File: src/vbus_monitor_pkg.sv
// shared constants, register map and state types for the vbus monitor block
package vbus_monitor_pkg;

	// register offsets (byte addresses of 16-bit registers)
	localparam logic [7:0] ALERT_FLAGS_OFS      = 8'h10;
	localparam logic [7:0] POWER_CONFIG_OFS     = 8'h1c;
	localparam logic [7:0] STOP_THRESHOLD_OFS   = 8'h74;
	localparam logic [7:0] HIGH_ALARM_OFS       = 8'h76;
	localparam logic [7:0] LOW_ALARM_OFS        = 8'h78;
	localparam logic [7:0] CUR_MON_CFG_OFS      = 8'h90;
	localparam logic [7:0] CUR_READING_OFS      = 8'h92;
	localparam logic [7:0] PEAK_CURRENT_OFS     = 8'h94;
	localparam logic [7:0] MEAN_CURRENT_OFS     = 8'h96;
	localparam logic [7:0] ROLE_SWAP_CFG_OFS    = 8'h98;
	localparam logic [7:0] SINK_DIS_CFG_OFS     = 8'h9a;
	localparam logic [7:0] VENDOR_STATUS_OFS    = 8'ha0;

	// field positions
	localparam int HIGH_ALARM_FLAG_BIT  = 9;
	localparam int LOW_ALARM_FLAG_BIT   = 10;
	localparam int FORCE_DIS_BIT        = 2;
	localparam int AUTO_DIS_BIT         = 4;
	localparam int ALARM_DISABLE_BIT    = 5;
	localparam int FRS_ENABLE_BIT       = 7;
	localparam int CUR_MON_DISABLE_BIT  = 0;
	localparam int MEAN_DIV_LSB         = 1;
	localparam int PEAK_EN_BIT          = 4;
	localparam int MEAN_EXP_LSB         = 5;
	localparam int MEAN_EN_BIT          = 7;
	localparam int SWAP_TRIGGER_BIT     = 4;
	localparam int SINK_MODE_BIT        = 0;
	localparam int MANUAL_REQ_BIT       = 1;
	localparam int TIMEOUT_LSB          = 4;
	localparam int SINK_DONE_BIT        = 14;
	localparam int SINK_TIMEOUT_BIT     = 15;

	// reset values
	localparam logic [7:0]  POWER_CONFIG_RST   = 8'h20;
	localparam logic [7:0]  CUR_MON_CFG_RST    = 8'h00;
	localparam logic [7:0]  ROLE_SWAP_CFG_RST  = 8'h10;
	localparam logic [7:0]  SINK_DIS_CFG_RST   = 8'h01;
	localparam logic [15:0] HIGH_ALARM_RST     = 16'hffff;
	localparam logic [15:0] LOW_ALARM_RST      = 16'h0000;
	localparam logic [15:0] STOP_THRESHOLD_RST = 16'h0000;

	// voltage limits in millivolts
	localparam logic [15:0] VSAFE0V_MAX_MV = 16'h0320;
	localparam logic [15:0] VSAFE5V_MAX_MV = 16'h157c;

	// timing: one timeout step
	localparam int CLK_HZ           = 25_000_000;
	localparam int TIMEOUT_STEP_US  = 1000;
	localparam int TIMEOUT_STEP_CYC = CLK_HZ / 1_000_000 * TIMEOUT_STEP_US;

	typedef enum logic [1:0] {
		SNK_IDLE   = 2'b00,
		SNK_AUTO   = 2'b01,
		SNK_MANUAL = 2'b10
	} sink_state_t;

	typedef struct packed {
		logic        wr;
		logic        rd;
		logic [7:0]  addr;
		logic [15:0] wdata;
	} reg_req_t;

	typedef struct packed {
		logic [15:0] vbus_mv;
		logic [15:0] sink_path_mv;
		logic [15:0] cur_sample;
		logic        cur_valid;
		logic        is_source;
		logic        disconnect;
		logic        sink_vbus_cmd;
	} meas_t;

endpackage

File: src/vbus_monitor_discharge_ctrl.sv
// bus_current_reading/alarm monitor, vbus and sink-path discharge, sink fast role swap gates
`timescale 1ns/1ps
// Functional notes
// [RULE_01] current reading register updates with each sample while monitor not disabled
// [RULE_02] peak kept only if peak enable set; mean only if mean enable set
// [RULE_03] peak register holds the largest current sample seen while enabled
// [RULE_04] mean starts at zero; adds (sample minus mean) over factor times power of two
// [RULE_05] voltage alarms disabled at reset; manager enables by clearing disable bit
// [RULE_06] high flag set while vbus above high level, re-set after clear if persisting
// [RULE_07] low flag set while vbus below low level, re-set after clear unless disabled
// [RULE_08] auto discharge bit makes a disconnect start a vbus discharge
// [RULE_09] writing force discharge bit starts a vbus discharge
// [RULE_10] discharge ends once vbus falls below the safe zero level
// [RULE_11] ended discharge never restarts by itself, only on a new command or event
// [RULE_12] as source with force set, discharge ends below the stop threshold register
// [RULE_13] auto mode: sink command with high path bleeds it, then turns sink gate on
// [RULE_14] auto mode timeout sets status bits 14 and 15, alerts, drops the command
// [RULE_15] a disconnect never bleeds the internal sink path
// [RULE_16] manual mode: request bleeds path; below level sets bit 14 and alerts
// [RULE_17] manual mode timeout sets bits 14 and 15 and alerts
// [RULE_18] after manual completion the manager may enable the other port's sink
// [RULE_19] role swap signal turns sink gate off first, then source gate on
// [RULE_20] role swap gate settings act only while role swap enable is set
// [RULE_21] manager clears role swap enable before sending the swap message
// [RULE_22] only initial-sink role swap is handled
// [RULE_23] alarm flags clear on writing one; writing zero keeps them
module vbus_monitor_discharge_ctrl #(
	parameter int STEP_CYCLES = vbus_monitor_pkg::TIMEOUT_STEP_CYC
) (
	input  wire logic                       i_clk,
	input  wire logic                       i_rst_b,
	input  wire vbus_monitor_pkg::reg_req_t i_req,
	input  wire vbus_monitor_pkg::meas_t    i_meas,
	input  wire logic                       i_frs_signal,
	output logic [15:0]                     o_rdata,
	output logic                            o_alert_b,
	output logic                            o_vbus_discharge,
	output logic                            o_sink_path_bleed_pin,
	output logic                            o_sink_gate,
	output logic                            o_source_gate
);

	////////////////////////////////////////////////////////////////////////////
	typedef struct packed {
		logic [15:0]                   rdata;
		logic                          alert_b;
		logic [15:0]                   alert_flags;
		logic [7:0]                    power_config;
		logic [15:0]                   stop_threshold;
		logic [15:0]                   high_level;
		logic [15:0]                   low_level;
		logic [7:0]                    cur_cfg;
		logic [15:0]                   cur_reading;
		logic [15:0]                   peak;
		logic [15:0]                   mean;
		logic [7:0]                    swap_cfg;
		logic [7:0]                    sink_cfg;
		logic [15:0]                   vendor_status;
		logic                          vbus_dis;
		logic                          force_run;
		vbus_monitor_pkg::sink_state_t snk_state;
		logic [15:0]                   step_cnt;
		logic [3:0]                    steps;
		logic                          bleed;
		logic                          sink_gate;
		logic                          source_gate;
		logic                          swap_wait;
		logic [3:0]                    swap_cnt;
		logic                          frs_meta;
		logic                          frs_sync;
		logic                          frs_prev;
	} state_t;

	state_t st_q;
	state_t st_d;

	localparam logic [15:0] STEP_LAST = 16'(STEP_CYCLES - 1);

	////////////////////////////////////////////////////////////////////////////
	// helpers

	function automatic logic [15:0] mean_step(
		input logic [15:0] mean,
		input logic [15:0] sample,
		input logic [2:0]  div_field,
		input logic [1:0]  exp_field
	);
		logic signed [17:0] diff;
		logic signed [17:0] quot;
		logic signed [17:0] divisor;
		diff = $signed({2'b00, sample}) - $signed({2'b00, mean});
		divisor = $signed({14'h0000, 4'({1'b0, div_field} + 4'h1)});
		quot = (diff / divisor) >>> exp_field;
		mean_step = 16'($signed({2'b00, mean}) + quot);
	endfunction

	function automatic logic [15:0] wmask(
		input logic [15:0] cur,
		input logic [15:0] wd,
		input int          width
	);
		wmask = (width == 8) ? {8'h00, wd[7:0]} : wd;
	endfunction

	////////////////////////////////////////////////////////////////////////////
	logic        wr_hit;
	logic [15:0] rd_mux;
	logic        force_write;
	logic        manual_write;
	logic        alarms_on;
	logic        frs_edge;
	logic        step_done;
	logic        steps_done;

	always_comb
	begin
		st_d = st_q;
		force_write  = 1'b0;
		manual_write = 1'b0;
		wr_hit       = i_req.wr;
		alarms_on    = ~st_q.power_config[vbus_monitor_pkg::ALARM_DISABLE_BIT];
		frs_edge     = st_q.frs_sync & ~st_q.frs_prev;
		step_done    = (st_q.step_cnt == STEP_LAST);
		steps_done   = step_done && (st_q.steps == st_q.sink_cfg[7:vbus_monitor_pkg::TIMEOUT_LSB]);

		// pin synchroniser for the role swap signal
		st_d.frs_meta = i_frs_signal;
		st_d.frs_sync = st_q.frs_meta;
		st_d.frs_prev = st_q.frs_sync;

		// register writes
		if (wr_hit)
		begin
			case (i_req.addr)
				vbus_monitor_pkg::ALERT_FLAGS_OFS:
					st_d.alert_flags = st_q.alert_flags & ~i_req.wdata; // RULE_23
				vbus_monitor_pkg::POWER_CONFIG_OFS:
				begin
					st_d.power_config = i_req.wdata[7:0]; // RULE_05
					force_write = i_req.wdata[vbus_monitor_pkg::FORCE_DIS_BIT];
				end
				vbus_monitor_pkg::STOP_THRESHOLD_OFS:
					st_d.stop_threshold = i_req.wdata;
				vbus_monitor_pkg::HIGH_ALARM_OFS:
					st_d.high_level = i_req.wdata;
				vbus_monitor_pkg::LOW_ALARM_OFS:
					st_d.low_level = i_req.wdata;
				vbus_monitor_pkg::CUR_MON_CFG_OFS:
					st_d.cur_cfg = i_req.wdata[7:0];
				vbus_monitor_pkg::ROLE_SWAP_CFG_OFS:
					st_d.swap_cfg = i_req.wdata[7:0];
				vbus_monitor_pkg::SINK_DIS_CFG_OFS:
				begin
					// request bit is a command, it never stays stored
					st_d.sink_cfg = i_req.wdata[7:0];
					st_d.sink_cfg[vbus_monitor_pkg::MANUAL_REQ_BIT] = 1'b0;
					manual_write = i_req.wdata[vbus_monitor_pkg::MANUAL_REQ_BIT];
				end
				vbus_monitor_pkg::VENDOR_STATUS_OFS:
					st_d.vendor_status = st_q.vendor_status & ~i_req.wdata;
				default:
				begin
				end
			endcase
		end

		// read path, unmapped offsets read zero
		case (i_req.addr)
			vbus_monitor_pkg::ALERT_FLAGS_OFS:
				rd_mux = st_q.alert_flags;
			vbus_monitor_pkg::POWER_CONFIG_OFS:
				rd_mux = {8'h00, st_q.power_config};
			vbus_monitor_pkg::STOP_THRESHOLD_OFS:
				rd_mux = st_q.stop_threshold;
			vbus_monitor_pkg::HIGH_ALARM_OFS:
				rd_mux = st_q.high_level;
			vbus_monitor_pkg::LOW_ALARM_OFS:
				rd_mux = st_q.low_level;
			vbus_monitor_pkg::CUR_MON_CFG_OFS:
				rd_mux = {8'h00, st_q.cur_cfg};
			vbus_monitor_pkg::CUR_READING_OFS:
				rd_mux = st_q.cur_reading;
			vbus_monitor_pkg::PEAK_CURRENT_OFS:
				rd_mux = st_q.peak;
			vbus_monitor_pkg::MEAN_CURRENT_OFS:
				rd_mux = st_q.mean;
			vbus_monitor_pkg::ROLE_SWAP_CFG_OFS:
				rd_mux = {8'h00, st_q.swap_cfg};
			vbus_monitor_pkg::SINK_DIS_CFG_OFS:
				rd_mux = {8'h00, st_q.sink_cfg};
			vbus_monitor_pkg::VENDOR_STATUS_OFS:
				rd_mux = st_q.vendor_status;
			default:
				rd_mux = 16'h0000;
		endcase
		if (i_req.rd)
			st_d.rdata = rd_mux;

		////////////////////////////////////////////////////////////////////////
		// current monitor; peak only grows, only a reset lowers it
		if (i_meas.cur_valid)
		begin
			if (!st_q.cur_cfg[vbus_monitor_pkg::CUR_MON_DISABLE_BIT])
				st_d.cur_reading = i_meas.cur_sample; // RULE_01
			if (st_q.cur_cfg[vbus_monitor_pkg::PEAK_EN_BIT] && i_meas.cur_sample > st_q.peak)
				st_d.peak = i_meas.cur_sample; // RULE_02 RULE_03
			if (st_q.cur_cfg[vbus_monitor_pkg::MEAN_EN_BIT])
				st_d.mean = mean_step(st_q.mean, i_meas.cur_sample, // RULE_02
					st_q.cur_cfg[vbus_monitor_pkg::MEAN_DIV_LSB +: 3],
					st_q.cur_cfg[vbus_monitor_pkg::MEAN_EXP_LSB +: 2]); // RULE_04
		end
		// a disabled mean restarts from zero when enabled again
		if (!st_q.cur_cfg[vbus_monitor_pkg::MEAN_EN_BIT])
			st_d.mean = 16'h0000; // RULE_04

		////////////////////////////////////////////////////////////////////////
		// voltage alarms; hardware set wins over the clearing write
		if (alarms_on && i_meas.vbus_mv > st_q.high_level)
			st_d.alert_flags[vbus_monitor_pkg::HIGH_ALARM_FLAG_BIT] = 1'b1; // RULE_06
		if (alarms_on && i_meas.vbus_mv < st_q.low_level)
			st_d.alert_flags[vbus_monitor_pkg::LOW_ALARM_FLAG_BIT] = 1'b1; // RULE_07

		////////////////////////////////////////////////////////////////////////
		// vbus discharge
		if (st_q.vbus_dis)
		begin
			if (st_q.force_run && i_meas.is_source)
			begin
				if (i_meas.vbus_mv < st_q.stop_threshold)
					st_d.vbus_dis = 1'b0; // RULE_12
			end
			else if (i_meas.vbus_mv < vbus_monitor_pkg::VSAFE0V_MAX_MV)
				st_d.vbus_dis = 1'b0; // RULE_10 RULE_11
		end
		if (i_meas.disconnect && st_q.power_config[vbus_monitor_pkg::AUTO_DIS_BIT])
		begin
			st_d.vbus_dis  = 1'b1; // RULE_08
			st_d.force_run = 1'b0;
		end
		// a force write beats a same-cycle disconnect and keeps the source stop level
		if (force_write)
		begin
			st_d.vbus_dis  = 1'b1; // RULE_09
			st_d.force_run = 1'b1;
		end

		////////////////////////////////////////////////////////////////////////
		// sink path discharge; disconnect opens the gate but never bleeds
		if (i_meas.disconnect)
			st_d.sink_gate = 1'b0; // RULE_15
		// one shared step counter; a new bleed restarts it so the timeout runs from the request
		st_d.step_cnt = step_done ? 16'h0000 : 16'(st_q.step_cnt + 16'h0001);
		if (step_done)
			st_d.steps = 4'(st_q.steps + 4'h1);
		case (st_q.snk_state)
			vbus_monitor_pkg::SNK_IDLE:
			begin
				st_d.bleed = 1'b0;
				if (i_meas.sink_vbus_cmd && st_q.sink_cfg[vbus_monitor_pkg::SINK_MODE_BIT])
				begin
					if (i_meas.sink_path_mv > vbus_monitor_pkg::VSAFE5V_MAX_MV)
						st_d.snk_state = vbus_monitor_pkg::SNK_AUTO; // RULE_13
					else
						st_d.sink_gate = 1'b1; // RULE_13
				end
				else if (i_meas.sink_vbus_cmd)
					st_d.sink_gate = 1'b1;
				else if (manual_write && !st_q.sink_cfg[vbus_monitor_pkg::SINK_MODE_BIT])
					st_d.snk_state = vbus_monitor_pkg::SNK_MANUAL; // RULE_16
				if (st_d.snk_state != vbus_monitor_pkg::SNK_IDLE)
				begin
					st_d.bleed    = 1'b1;
					st_d.step_cnt = 16'h0000;
					st_d.steps    = 4'h0;
				end
			end
			vbus_monitor_pkg::SNK_AUTO:
			begin
				if (i_meas.sink_path_mv < vbus_monitor_pkg::VSAFE5V_MAX_MV)
				begin
					st_d.bleed     = 1'b0; // RULE_13
					st_d.sink_gate = 1'b1;
					st_d.snk_state = vbus_monitor_pkg::SNK_IDLE;
				end
				else if (steps_done)
				begin
					// command dropped: gate stays as it was
					st_d.bleed = 1'b0; // RULE_14
					st_d.vendor_status[vbus_monitor_pkg::SINK_DONE_BIT]    = 1'b1;
					st_d.vendor_status[vbus_monitor_pkg::SINK_TIMEOUT_BIT] = 1'b1;
					st_d.snk_state = vbus_monitor_pkg::SNK_IDLE;
				end
			end
			vbus_monitor_pkg::SNK_MANUAL:
			begin
				if (i_meas.sink_path_mv < vbus_monitor_pkg::VSAFE5V_MAX_MV)
				begin
					st_d.bleed = 1'b0; // RULE_16
					st_d.vendor_status[vbus_monitor_pkg::SINK_DONE_BIT] = 1'b1;
					st_d.snk_state = vbus_monitor_pkg::SNK_IDLE;
				end
				else if (steps_done)
				begin
					st_d.bleed = 1'b0; // RULE_17
					st_d.vendor_status[vbus_monitor_pkg::SINK_DONE_BIT]    = 1'b1;
					st_d.vendor_status[vbus_monitor_pkg::SINK_TIMEOUT_BIT] = 1'b1;
					st_d.snk_state = vbus_monitor_pkg::SNK_IDLE;
				end
			end
			default:
			begin
				st_d.bleed     = 1'b0;
				st_d.snk_state = vbus_monitor_pkg::SNK_IDLE;
			end
		endcase

		////////////////////////////////////////////////////////////////////////
		// initial-sink fast role swap: sink gate off, wait, source gate on
		if (st_q.power_config[vbus_monitor_pkg::FRS_ENABLE_BIT]) // RULE_20
		begin
			if (frs_edge && st_q.swap_cfg[vbus_monitor_pkg::SWAP_TRIGGER_BIT]
				&& st_q.sink_gate)
			begin
				st_d.sink_gate = 1'b0; // RULE_19 RULE_22
				st_d.swap_wait = 1'b1;
				st_d.swap_cnt  = st_q.swap_cfg[3:0];
			end
			else if (st_q.swap_wait)
			begin
				if (st_q.swap_cnt == 4'h0)
				begin
					st_d.source_gate = 1'b1; // RULE_19
					st_d.swap_wait   = 1'b0;
				end
				else
					st_d.swap_cnt = 4'(st_q.swap_cnt - 4'h1);
			end
		end
		else
			st_d.swap_wait = 1'b0; // RULE_20

		// alert pin low while any flag awaits service
		st_d.alert_b = ~((|st_d.alert_flags) | (|st_d.vendor_status)); // RULE_14 RULE_16
	end

	////////////////////////////////////////////////////////////////////////////
	always_ff @(posedge i_clk or negedge i_rst_b)
	begin
		if (!i_rst_b)
		begin
			st_q                <= '0;
			st_q.alert_b        <= 1'b1;
			st_q.power_config   <= vbus_monitor_pkg::POWER_CONFIG_RST; // RULE_05
			st_q.stop_threshold <= vbus_monitor_pkg::STOP_THRESHOLD_RST;
			st_q.high_level     <= vbus_monitor_pkg::HIGH_ALARM_RST;
			st_q.low_level      <= vbus_monitor_pkg::LOW_ALARM_RST;
			st_q.cur_cfg        <= vbus_monitor_pkg::CUR_MON_CFG_RST;
			st_q.swap_cfg       <= vbus_monitor_pkg::ROLE_SWAP_CFG_RST;
			st_q.sink_cfg       <= vbus_monitor_pkg::SINK_DIS_CFG_RST;
			st_q.snk_state      <= vbus_monitor_pkg::SNK_IDLE;
		end
		else
			st_q <= st_d;
	end

	assign o_rdata               = st_q.rdata;
	assign o_alert_b             = st_q.alert_b;
	assign o_vbus_discharge      = st_q.vbus_dis;
	assign o_sink_path_bleed_pin = st_q.bleed;
	assign o_sink_gate           = st_q.sink_gate;
	assign o_source_gate         = st_q.source_gate;

endmodule

File: config.mk
export PLATFORM = sky130hd
export DESIGN_NAME = vbus_monitor_discharge_ctrl
export DESIGN_NICKNAME = d
export VERILOG_FILES = /design/src/vbus_monitor_pkg.sv /design/src/vbus_monitor_discharge_ctrl.sv
export SDC_FILE = /design/constraint.sdc
export NUM_CORES = 1
export LEC_CHECK = 0
export BUFFER_PORTS_ARGS = -buffer_cell sky130_fd_sc_hd__buf_4
export CORE_MARGIN = 3
export CORE_UTILIZATION = 51
export DETAILED_ROUTE_END_ITERATION = 16
export GPL_TIMING_DRIVEN = 0
export PLACE_DENSITY = 0.68
export SYNTH_ARGS = -nofsm -noshare
export SYNTH_HDL_FRONTEND = slang
export SYNTH_SLANG_ARGS = --single-unit
File: constraint.sdc
create_clock -name i_clk -period 62.7 [get_ports i_clk]
set_input_delay 18.81 -clock i_clk [delete_from_list [all_inputs] [get_ports i_clk]]
set_output_delay 18.81 -clock i_clk [all_outputs]
set_load 0.01 [all_outputs]
==> results of run 1 <==
## path summary, 6_finish.rpt
kind	cells past startpoint	to	slack, ps
worst max-delay path	193	st_q[82]	2780
worst min-delay path	0	st_d[0]	350
worst max register to register	192	st_q[82]	20730
worst min register to register	0	st_d[0]	350
max in group asynchronous	3	st_q[152]	43440
min in group asynchronous	1	st_q[158]	18050
## cells in the final DEF (no fill, tap or decap), types with 39 or more instances in the layout
master      n
o21ai_0    99
xor2_1     39
mux2_2    133
nand3_1    57
nand2b_1   49
o21a_1     43
nand2_1   164
buf_4     133
mux2i_1    40
dfrtp_1   191
xnor2_1    55
nor2b_1    41
a21oi_1   108
inv_1     144
nor3_1     60
nor2_1    170
clkbuf_1   54
ha_1      171
## what timing repair did
item                                    in CTS  in global routing
buffers inserted                             1                 16
pin swaps                                    1                 10
endpoints found under the setup margin      15                 16
resized for setup                           17                 52
## routing by layer
metal / GRT usage [%] / vias to the layer above / routed length, um
met3: 5.86 / 123 / 5000
met2: 45.2 / 723 / 27000
li1: - / 9016 / -
met1: 41.6 / 9238 / 28600
met5: 0 / - / 26
met4: 6.68 / 4 / 1520
## flip-flops by register name, indices dropped and copies added, names as in the netlist
name and count:
o_sink_gate 1, st_q 188, st_d 2, o_source_gate 1, o_rdata 16, o_vbus_discharge 1
o_sink_path_bleed_pin 1, o_alert_b 1
## synthesized netlist by cell type (9+ instances only)
cell	n	area, um^2
a222oi_1	24	240
dfrtp_1	191	4780
a31oi_1	31	194
or2_2	26	163
o211ai_1	21	158
xor2_1	39	342
o21ai_0	102	510
a22oi_1	36	270
and3_1	34	213
inv_1	144	541
nand2_1	165	619
nor4_1	24	150
a22o_1	10	87.6
or3_1	26	163
a21oi_1	116	581
dfstp_2	20	526
nand3_1	57	285
a21o_1	33	248
nand2b_1	50	313
o22ai_1	25	156
nor2b_1	41	257
mux2i_1	40	400
o21a_1	43	323
a21boi_0	31	233
buf_4	19	143
ha_1	172	2150
nand4_1	36	225
mux2_2	133	1500
and2_1	24	150
o31ai_1	12	90.1
xnor2_1	56	490
a211oi_1	21	158
o21ai_1	16	80.1
clkbuf_1	54	203
nor3_1	67	335
buf_1	9	33.8
nor2_1	175	657
## cells by family after synthesis
logic type | Yosys count
flops | 211
buf+inv | 238
xor+xnor | 95
mux | 181
other cells | 1
compound gates | 641
fa+ha+maj | 175
simple gates | 803
## per-stage QoR
stage,util [%],instances,setup WS (ps),TNS [ps]
finish,58.6,3017,2780,0
global route,58.6,3017,-164,-164
CTS,57.8,3002,33.7,0
detailed placement,55.6,2962,-3010,-22770
global placement,55.4,2958,-2360,-15060
floorplan,-,2345,5050,0
## layout make-up
class                           instances  area, um^2  area share [%]
Tap cell                              518         648            2.85
Clock buffer                           33         653            2.87
Inverter                              145         544            2.39
Sequential cell                       211        5310            23.3
Buffer                                 91         467            2.05
Multi-Input combinational cell       1896       14100            61.9
Clock inverter                          6         123           0.538
Timing Repair Buffer                  117         930            4.08
==> impl_metrics.csv, run 1 <==
group,metric,value,unit
synthesis,syn-num-nets,2600,
detailed_routing,drt-total-wl,62.2,mm
synthesis,synthesis.yosys.warnings,0,
synthesis,yosysUniqueCellTypes,123,
placement,gp_congestion,0.942,
detailed_routing,detail_route.iter0.violations,1691,
cts,clock_tree_from_tritoncts,"done",
synthesis,synth_mux_area_share,10.1,%
worst_setup_path,crit_end_element,"flip-flop",
synthesis,synth_seq_cells,211,
synthesis,ys_async_sr_fraction,100,%
die,chipHeight,205,um
cts,cts_made_buffers,23,
worst_setup_path,timing.critical_path.mode_cell,"o21a_1",
cts,holdBufCountCts,0,
grt,grt_start_max_net_pins,124,
synthesis,synthesis.area_per_instance,8.59,um^2
synthesis,predominant_post_synthesis_flop_cell,"dfrtp_1",
cts,path_clk_slew,60,ps
synthesis,syn-cell-area,20100,um^2
die,coreArea,38800,um^2
layout,drive_gt1_share,18.6,%
worst_setup_path,setup.worst_path.start_class,"input port",
detailed_routing,route.detailed.drc,0,
detailed_routing,vias,19104,
synthesis,dominant_combinational_cell_family_by_area_after_synthesis,"compound AO/OA/AOI/OAI gates",
layout,layout-area-overhead-vs-synth,13.0,%
worst_setup_path,r2r-start,"st_q[76]",
worst_setup_path,cp.required,63070,ps
placement,io_buffer_count,95,
die,floorplan.initialDensity,51.9,%
cts,htree_num_levels,1,
detailed_routing,detail_route.wl_per_cell,20.6,um
cts,maximum_clock_path_buffer_count,3,
layout,final_nets,2740,
worst_setup_path,crit_slowest_cell,"or4_4",
sta,final_min_period_over_clock_period,95.6,%
sta,final.hold.worst_slack,349,ps
synthesis,number_of_flops_mapped_to_enable_cells_by_yosys,0,
detailed_routing,route.detailed.vias_per_inst,6.33,
synthesis,gate_count_after_technology_mapping,2345,
grt,global_route_wire_length_before_repair,98.7,mm
grt,grt_usage,29.0,%
synthesis,synth-seq-area-share,26.3,%
synthesis,synthSimpleGateAreaFrac,21.1,%
detailed_routing,number_of_iterations_in_the_first_detailed_routing_pass,6,
hold_path,hold_path_class,"reg -> reg",
cts,ctsRootBufferMaster,"clkbuf_16",
worst_setup_path,cp-startpoint,"i_meas[4]",
placement,detailed_place.area,21600,um^2
grt,antenna_violations_before_repair,2,
run,drv_cap,0,
grt,gr-total-overflow,0,
synthesis,synth-compound-area-share,22.5,%
die,pin_count,102,
sta,max-slew-margin-rel,9.80,%
hold_path,hold_sp,"st_d[1]",
cts,cts.sinks,211,
die,floorplan.die.width,205,um
sta,finalSetupViolCount,0,
status,status,"complete, no violations",
synthesis,xor_and_xnor_fraction_of_the_mapped_netlist_area,4.13,%
sta,slew_at_the_pin_with_the_worst_max_slew_slack,1340,ps
sta,maxClockFrequency,0.0167,GHz
sta,final_hold_viol_count,0,
worst_setup_path,worst-path-max-fanout,10,
sta,maxSlewViolCount,0,
worst_setup_path,crit_type,"in -> reg",
worst_setup_path,cpLargestDelayFamily,"compound AO/OA/AOI/OAI gates",
layout,final_design_area_no_fill,22800,um^2
sta,skew,31.7,ps
sta,finalWorstPathRequiredPeriod,59920,ps
layout,antenna_cells,0,
die,std_cell_rows,72,
die,dieArea,41900,um^2
grt,grt_pass1_vias,18484,
cts,insertion_delay,530,ps
worst_setup_path,timing.critical_path.buf_inv,15,
synthesis,adder_and_majority_cell_fraction_of_the_synthesized_area,10.9,%
worst_setup_path,worst_path_largest_cell_delay,480,ps
layout,num-fill-cells,3477,
detailed_routing,ant_nets,0,
worst_setup_path,crit_arrival,60290,ps
placement,place_hpwl,49.0,mm
Power of run 1 is not shown: default switching activity piles up to over one toggle a cycle in this logic, so the estimate is an artifact.
==> run 2, diff against run 1 <==
- GPL_ROUTABILITY_DRIVEN: unset -> 0
- clock period: 62.7 -> 69.5 ns (I/O delays scaled with it)
==> run 2 against run 1 <==
Net effect: final area decreased by 1.4%; die area unchanged; first-iteration DRC count is 11% higher; via count decreased by 0.44%; critical endpoint unchanged; critical path type unchanged; highest routed layer unchanged; flip-flop and latch count unchanged; largest cell class unchanged; wire length down 1.6%.
==> impl_metrics.csv, run 2 (synthesis gave the netlist of run 1 again) <==
group,metric,value,unit
run,drv_cap,0,
sta,final_min_period_over_clock_period,94.7,%
layout,largest_register_ff_count,188,
worst_setup_path,crit_arrival,66220,ps
layout,registers.top_by_ff_count,"st_q",
worst_setup_path,rr_endpoint,"st_q[82]",
grt,grt_usage,28.6,%
cts,insertion_delay,530,ps
sta,maxSlewViolCount,0,
worst_setup_path,r2r_slack,23640,ps
worst_setup_path,setup.worst_path.start_class,"input port",
detailed_routing,drt-total-wl,61.2,mm
detailed_routing,ant_nets,0,
sta,maxClockFrequency,0.0152,GHz
sta,setup-tns-final,0,ps
cts,cts_made_buffers,24,
detailed_routing,vias,19019,
sta,skew,31.6,ps
worst_setup_path,timing.critical_path.buf_inv,16,
placement,detailed_place.area,21600,um^2
sta,rsz_0062_raised_after_global_routing,"false",
cts,maximum_clock_path_buffer_count,3,
detailed_routing,detail_route.iter0.violations,1870,
sta,layout_setup_ws,3650,ps
cts,ctsRootBufferMaster,"clkbuf_16",
grt,grt_pass1_vias,18301,
worst_setup_path,cpLargestDelayFamily,"compound AO/OA/AOI/OAI gates",
layout,antenna_cells,0,
worst_setup_path,worst_path_largest_cell_delay,500,ps
layout,postLayoutCoreUtil,57.8,%
detailed_routing,number_of_iterations_in_the_first_detailed_routing_pass,9,
worst_setup_path,ff2ff_path_depth,193,
die,coreArea,38800,um^2
grt,antenna_violations_before_repair,4,
cts,path_clk_slew,60,ps
layout,final_cell_mix,"dfrtp_1 (191), nor2_1 (173), ha_1 (172), nand2_1 (165), inv_1 (144)",
worst_setup_path,cp.required,69870,ps
detailed_routing,detail_route.wl_per_cell,20.4,um
cts,cts.sinks,211,
status,status,"complete, no violations",
placement,place_hpwl,48.0,mm
layout,layout-area-overhead-vs-synth,11.4,%
worst_setup_path,r2r-start,"st_q[74]",
detailed_routing,route.detailed.drc,0,
hold_path,min_delay_path_depth,0,
sta,slew_at_the_pin_with_the_worst_max_slew_slack,1130,ps
worst_setup_path,crit_slowest_cell,"or4_4",
cts,holdBufCountCts,0,
detailed_routing,route.detailed.vias_per_inst,6.33,
sta,finalWorstPathRequiredPeriod,65850,ps
layout,num-fill-cells,3514,
die,dieArea,41900,um^2
die,chipHeight,205,um
layout,final_nets,2724,
hold_path,hold-path-endpoint,"st_d[0]",
die,floorplan.die.width,205,um
die,floorplan.initialDensity,51.9,%
placement,io_buffer_count,95,
cts,clock_tree_from_tritoncts,"done",
die,std_cell_rows,72,
hold_path,hold_path_class,"reg -> reg",
die,pin_count,102,
layout,drive_gt1_share,16.9,%
sta,final_hold_viol_count,0,
worst_setup_path,worst-path-max-fanout,10,
hold_path,hold_sp,"st_d[1]",
grt,gr-total-overflow,0,
placement,preCtsSetupSlack,1770,ps
sta,max-slew-margin-rel,24.3,%
worst_setup_path,crit_type,"in -> reg",
grt,grt_start_max_net_pins,123,
worst_setup_path,crit_end_element,"flip-flop",
grt,global_route_wire_length_before_repair,98.0,mm
sta,finalSetupViolCount,0,
layout,layout.cells.most_common,"dfrtp_1",
layout,final_design_area_no_fill,22500,um^2
cts,htree_num_levels,1,
## run 2: cell count changes in the layout (fill, tap and decap cells not counted), sizes merged
cell and change:
clkbuf +8, bufinv -2, clkinv +1, buf -19
## run 2: repair_timing
| item | in CTS | in global routing |
|---|---|---|
| setup buffers | 0 | 0 |
| gates resized for setup | 0 | 15 |
| setup endpoints to repair | 0 | 13 |
## run 2: worst max path at each step
stage / startpoint / to / slack (ps) / cells after the start
2_1_floorplan: i_meas[4] / st_q[82] / 9810 / 194
3_3_place_gp: i_meas[13] / st_q[82] / 2670 / 193
3_5_place_dp: i_meas[13] / st_q[82] / 1770 / 193
4_1_cts: i_meas[13] / st_q[82] / 2120 / 193
5_1_grt: i_meas[13] / st_q[82] / 40 / 194
6_report: i_meas[4] / st_q[82] / 3650 / 195
## run 2: through the flow
| stage | instances | hold WS, ps |
|---|---|---|
| global route | 3005 | 353 |
| detailed placement | 2961 | 338 |
| floorplan | 2345 | 331 |
| finish | 3005 | 350 |
| CTS | 3005 | 351 |
| global placement | 2958 | 333 |
## run 2: final cells by class
class,instances,area (um^2),area share [%]
multi-input cells,1896,13900,62.0
flip-flops and latches,211,5310,23.6
repair buffers,98,771,3.43
clock buffers,39,737,3.28
well taps,518,648,2.89
inverters,145,544,2.42
plain buffers,93,462,2.06
clock inverters,5,70.1,0.312
## run 2: routing by layer
layer	share of wire, %	global-route usage (%)	vias to the layer above
met5	0.052	0	-
met4	2.0	5.48	6
met3	8.1	5.01	100
met2	44	45.0	781
met1	46	41.7	9156
li1	-	-	8976
Power of run 2 is left out for the same reason.
==> run 3, diff against run 2 <==
==> constraint.sdc (replaced) <==
create_clock -name i_clk -period 69.5 [get_ports i_clk]
set_input_delay 10.425 -clock i_clk [delete_from_list [all_inputs] [get_ports i_clk]]
set_output_delay 10.425 -clock i_clk [all_outputs]
set_load 0.01 [all_outputs]
==> run 3 against run 2 <==
Net effect: core utilization is 0.15 points lower; setup slack better by 8400 ps; final area shrank 0.26%; first-iteration DRC count is 1.8% higher; sequential share of layout area grew 0.062 points; wire length about the same; flip-flop and latch count stayed put; fmax up 15%; critical endpoint unchanged.
==> impl_metrics.csv, run 3 (synthesis gave the netlist of run 1 again) <==
group,metric,value,unit
sta,maxSlewViolCount,0,
sta,skew,30.4,ps
cts,cts_made_buffers,24,
grt,antenna_violations_before_repair,4,
sta,rsz_0062_raised_after_global_routing,"false",
sta,finalWorstPathRequiredPeriod,57490,ps
layout,final_cell_mix,"dfrtp_1 (191), nor2_1 (175), ha_1 (172), nand2_1 (165), inv_1 (144)",
detailed_routing,drt-total-wl,61.3,mm
detailed_routing,detail_route.wl_per_cell,20.4,um
die,coreArea,38800,um^2
status,status,"complete, no violations",
die,std_cell_rows,72,
worst_setup_path,crit_end_element,"flip-flop",
cts,htree_num_levels,1,
sta,final_min_period_over_clock_period,82.7,%
layout,registers.top_by_ff_count,"st_q",
placement,detailed_place.area,21600,um^2
sta,max-slew-margin-rel,25.0,%
worst_setup_path,setup.worst_path.start_class,"input port",
detailed_routing,detail_route.iter0.violations,1903,
layout,final_nets,2724,
layout,antenna_cells,0,
die,pin_count,102,
cts,cts.repair_timing.setup_buffer_count,0,
cts,holdBufCountCts,0,
grt,gr-total-overflow,0,
die,floorplan.die.width,205,um
worst_setup_path,cp-startpoint,"i_meas[13]",
placement,io_buffer_count,95,
layout,final_design_area_no_fill,22400,um^2
worst_setup_path,crit_arrival,57860,ps
die,floorplan.initialDensity,51.9,%
detailed_routing,ant_nets,0,
worst_setup_path,rr_endpoint,"st_q[82]",
worst_setup_path,crit_slowest_cell,"nor3_1",
detailed_routing,route.detailed.drc,0,
run,drv_cap,0,
worst_setup_path,worst-path-max-fanout,10,
grt,global_route_wire_length_before_repair,98.0,mm
grt,grt_start_max_net_pins,123,
detailed_routing,number_of_iterations_in_the_first_detailed_routing_pass,7,
layout,largest_register_ff_count,188,
layout,num-fill-cells,3513,
placement,place_hpwl,48.0,mm
cts,cts.repair.resized,0,
sta,setup-tns-final,0,ps
cts,path_clk_slew,60,ps
sta,slew_at_the_pin_with_the_worst_max_slew_slack,1110,ps
detailed_routing,vias,19065,
worst_setup_path,r2r_slack,21540,ps
worst_setup_path,ff2ff_path_depth,192,
hold_path,hold_path_class,"reg -> reg",
detailed_routing,route.detailed.vias_per_inst,6.34,
layout,layout-area-overhead-vs-synth,11.1,%
worst_setup_path,cp.required,69870,ps
grt,grt_usage,28.6,%
worst_setup_path,crit_type,"in -> reg",
worst_setup_path,r2r-start,"st_q[74]",
cts,cts.sinks,211,
worst_setup_path,worst_path_largest_cell_delay,760,ps
layout,drive_gt1_share,16.4,%
cts,clock_tree_from_tritoncts,"done",
cts,insertion_delay,530,ps
worst_setup_path,crit_path_end,"st_q[82]",
sta,final_hold_viol_count,0,
layout,layout.cells.most_common,"dfrtp_1",
cts,ctsRootBufferMaster,"clkbuf_16",
cts,maximum_clock_path_buffer_count,3,
sta,finalSetupViolCount,0,
sta,maxClockFrequency,0.0174,GHz
grt,grt_pass1_vias,18301,
worst_setup_path,timing.critical_path.mode_cell,"a21oi_1",
die,dieArea,41900,um^2
die,chipHeight,205,um
## run 3: cell types whose count changed in the layout (fill, tap and decap cells not counted), sizes merged
cell / change
buf: +1
clkbuf: -1
## run 3: worst min path at each step
| stage | start | slack (ps) | endpoint | depth (start not counted) |
|---|---|---|---|---|
| 2_1_floorplan | st_d[1] | 330 | st_d[0] | 0 |
| 3_5_place_dp | st_d[1] | 340 | st_d[0] | 0 |
| 6_report | st_d[1] | 350 | st_d[0] | 0 |
| 5_1_grt | st_d[1] | 350 | st_d[0] | 0 |
| 3_3_place_gp | st_d[1] | 330 | st_d[0] | 0 |
| 4_1_cts | st_d[1] | 350 | st_d[0] | 0 |
## run 3: final cells by class
| type | instances | area [um^2] | share of cell area, % |
|---|---|---|---|
| inverters | 145 | 544 | 2.43 |
| well taps | 518 | 648 | 2.89 |
| flip-flops and latches | 211 | 5310 | 23.7 |
| plain buffers | 93 | 459 | 2.05 |
| clock inverters | 5 | 70.1 | 0.313 |
| clock buffers | 39 | 737 | 3.29 |
| multi-input cells | 1896 | 13900 | 61.9 |
| repair buffers | 98 | 771 | 3.44 |
## run 3: worst max-delay path, delay by kind of cell
family                     cells  cell delay (ps)
adders and majority gates     20             5960
muxes                          9             3030
xor gates and xnor gates       1              190
buffers and inverters         18             4610
AOI/OAI and AO/OA             89            19240
and+or+nand+nor               56            14270
## run 3: metrics by stage
step / util (%) / instances / worst slack, ps / hold slack (ps)
floorplan: - / 2345 / 20240 / 331
global placement: 55.4 / 2958 / 13090 / 333
detailed placement: 55.6 / 2961 / 12200 / 338
CTS: 57.7 / 3005 / 12540 / 351
global route: 57.7 / 3005 / 7770 / 353
finish: 57.7 / 3005 / 12010 / 351
## run 3: per-layer routing
layer / vias to the layer above / track usage [%] / part of all wire [%]
met5: - / 0 / 0.052
met4: 6 / 5.48 / 1.9
met3: 92 / 5.01 / 7.7
met2: 758 / 45.0 / 44
met1: 9230 / 41.7 / 46
li1: 8979 / - / -
Power of run 3 is left out for the same reason.
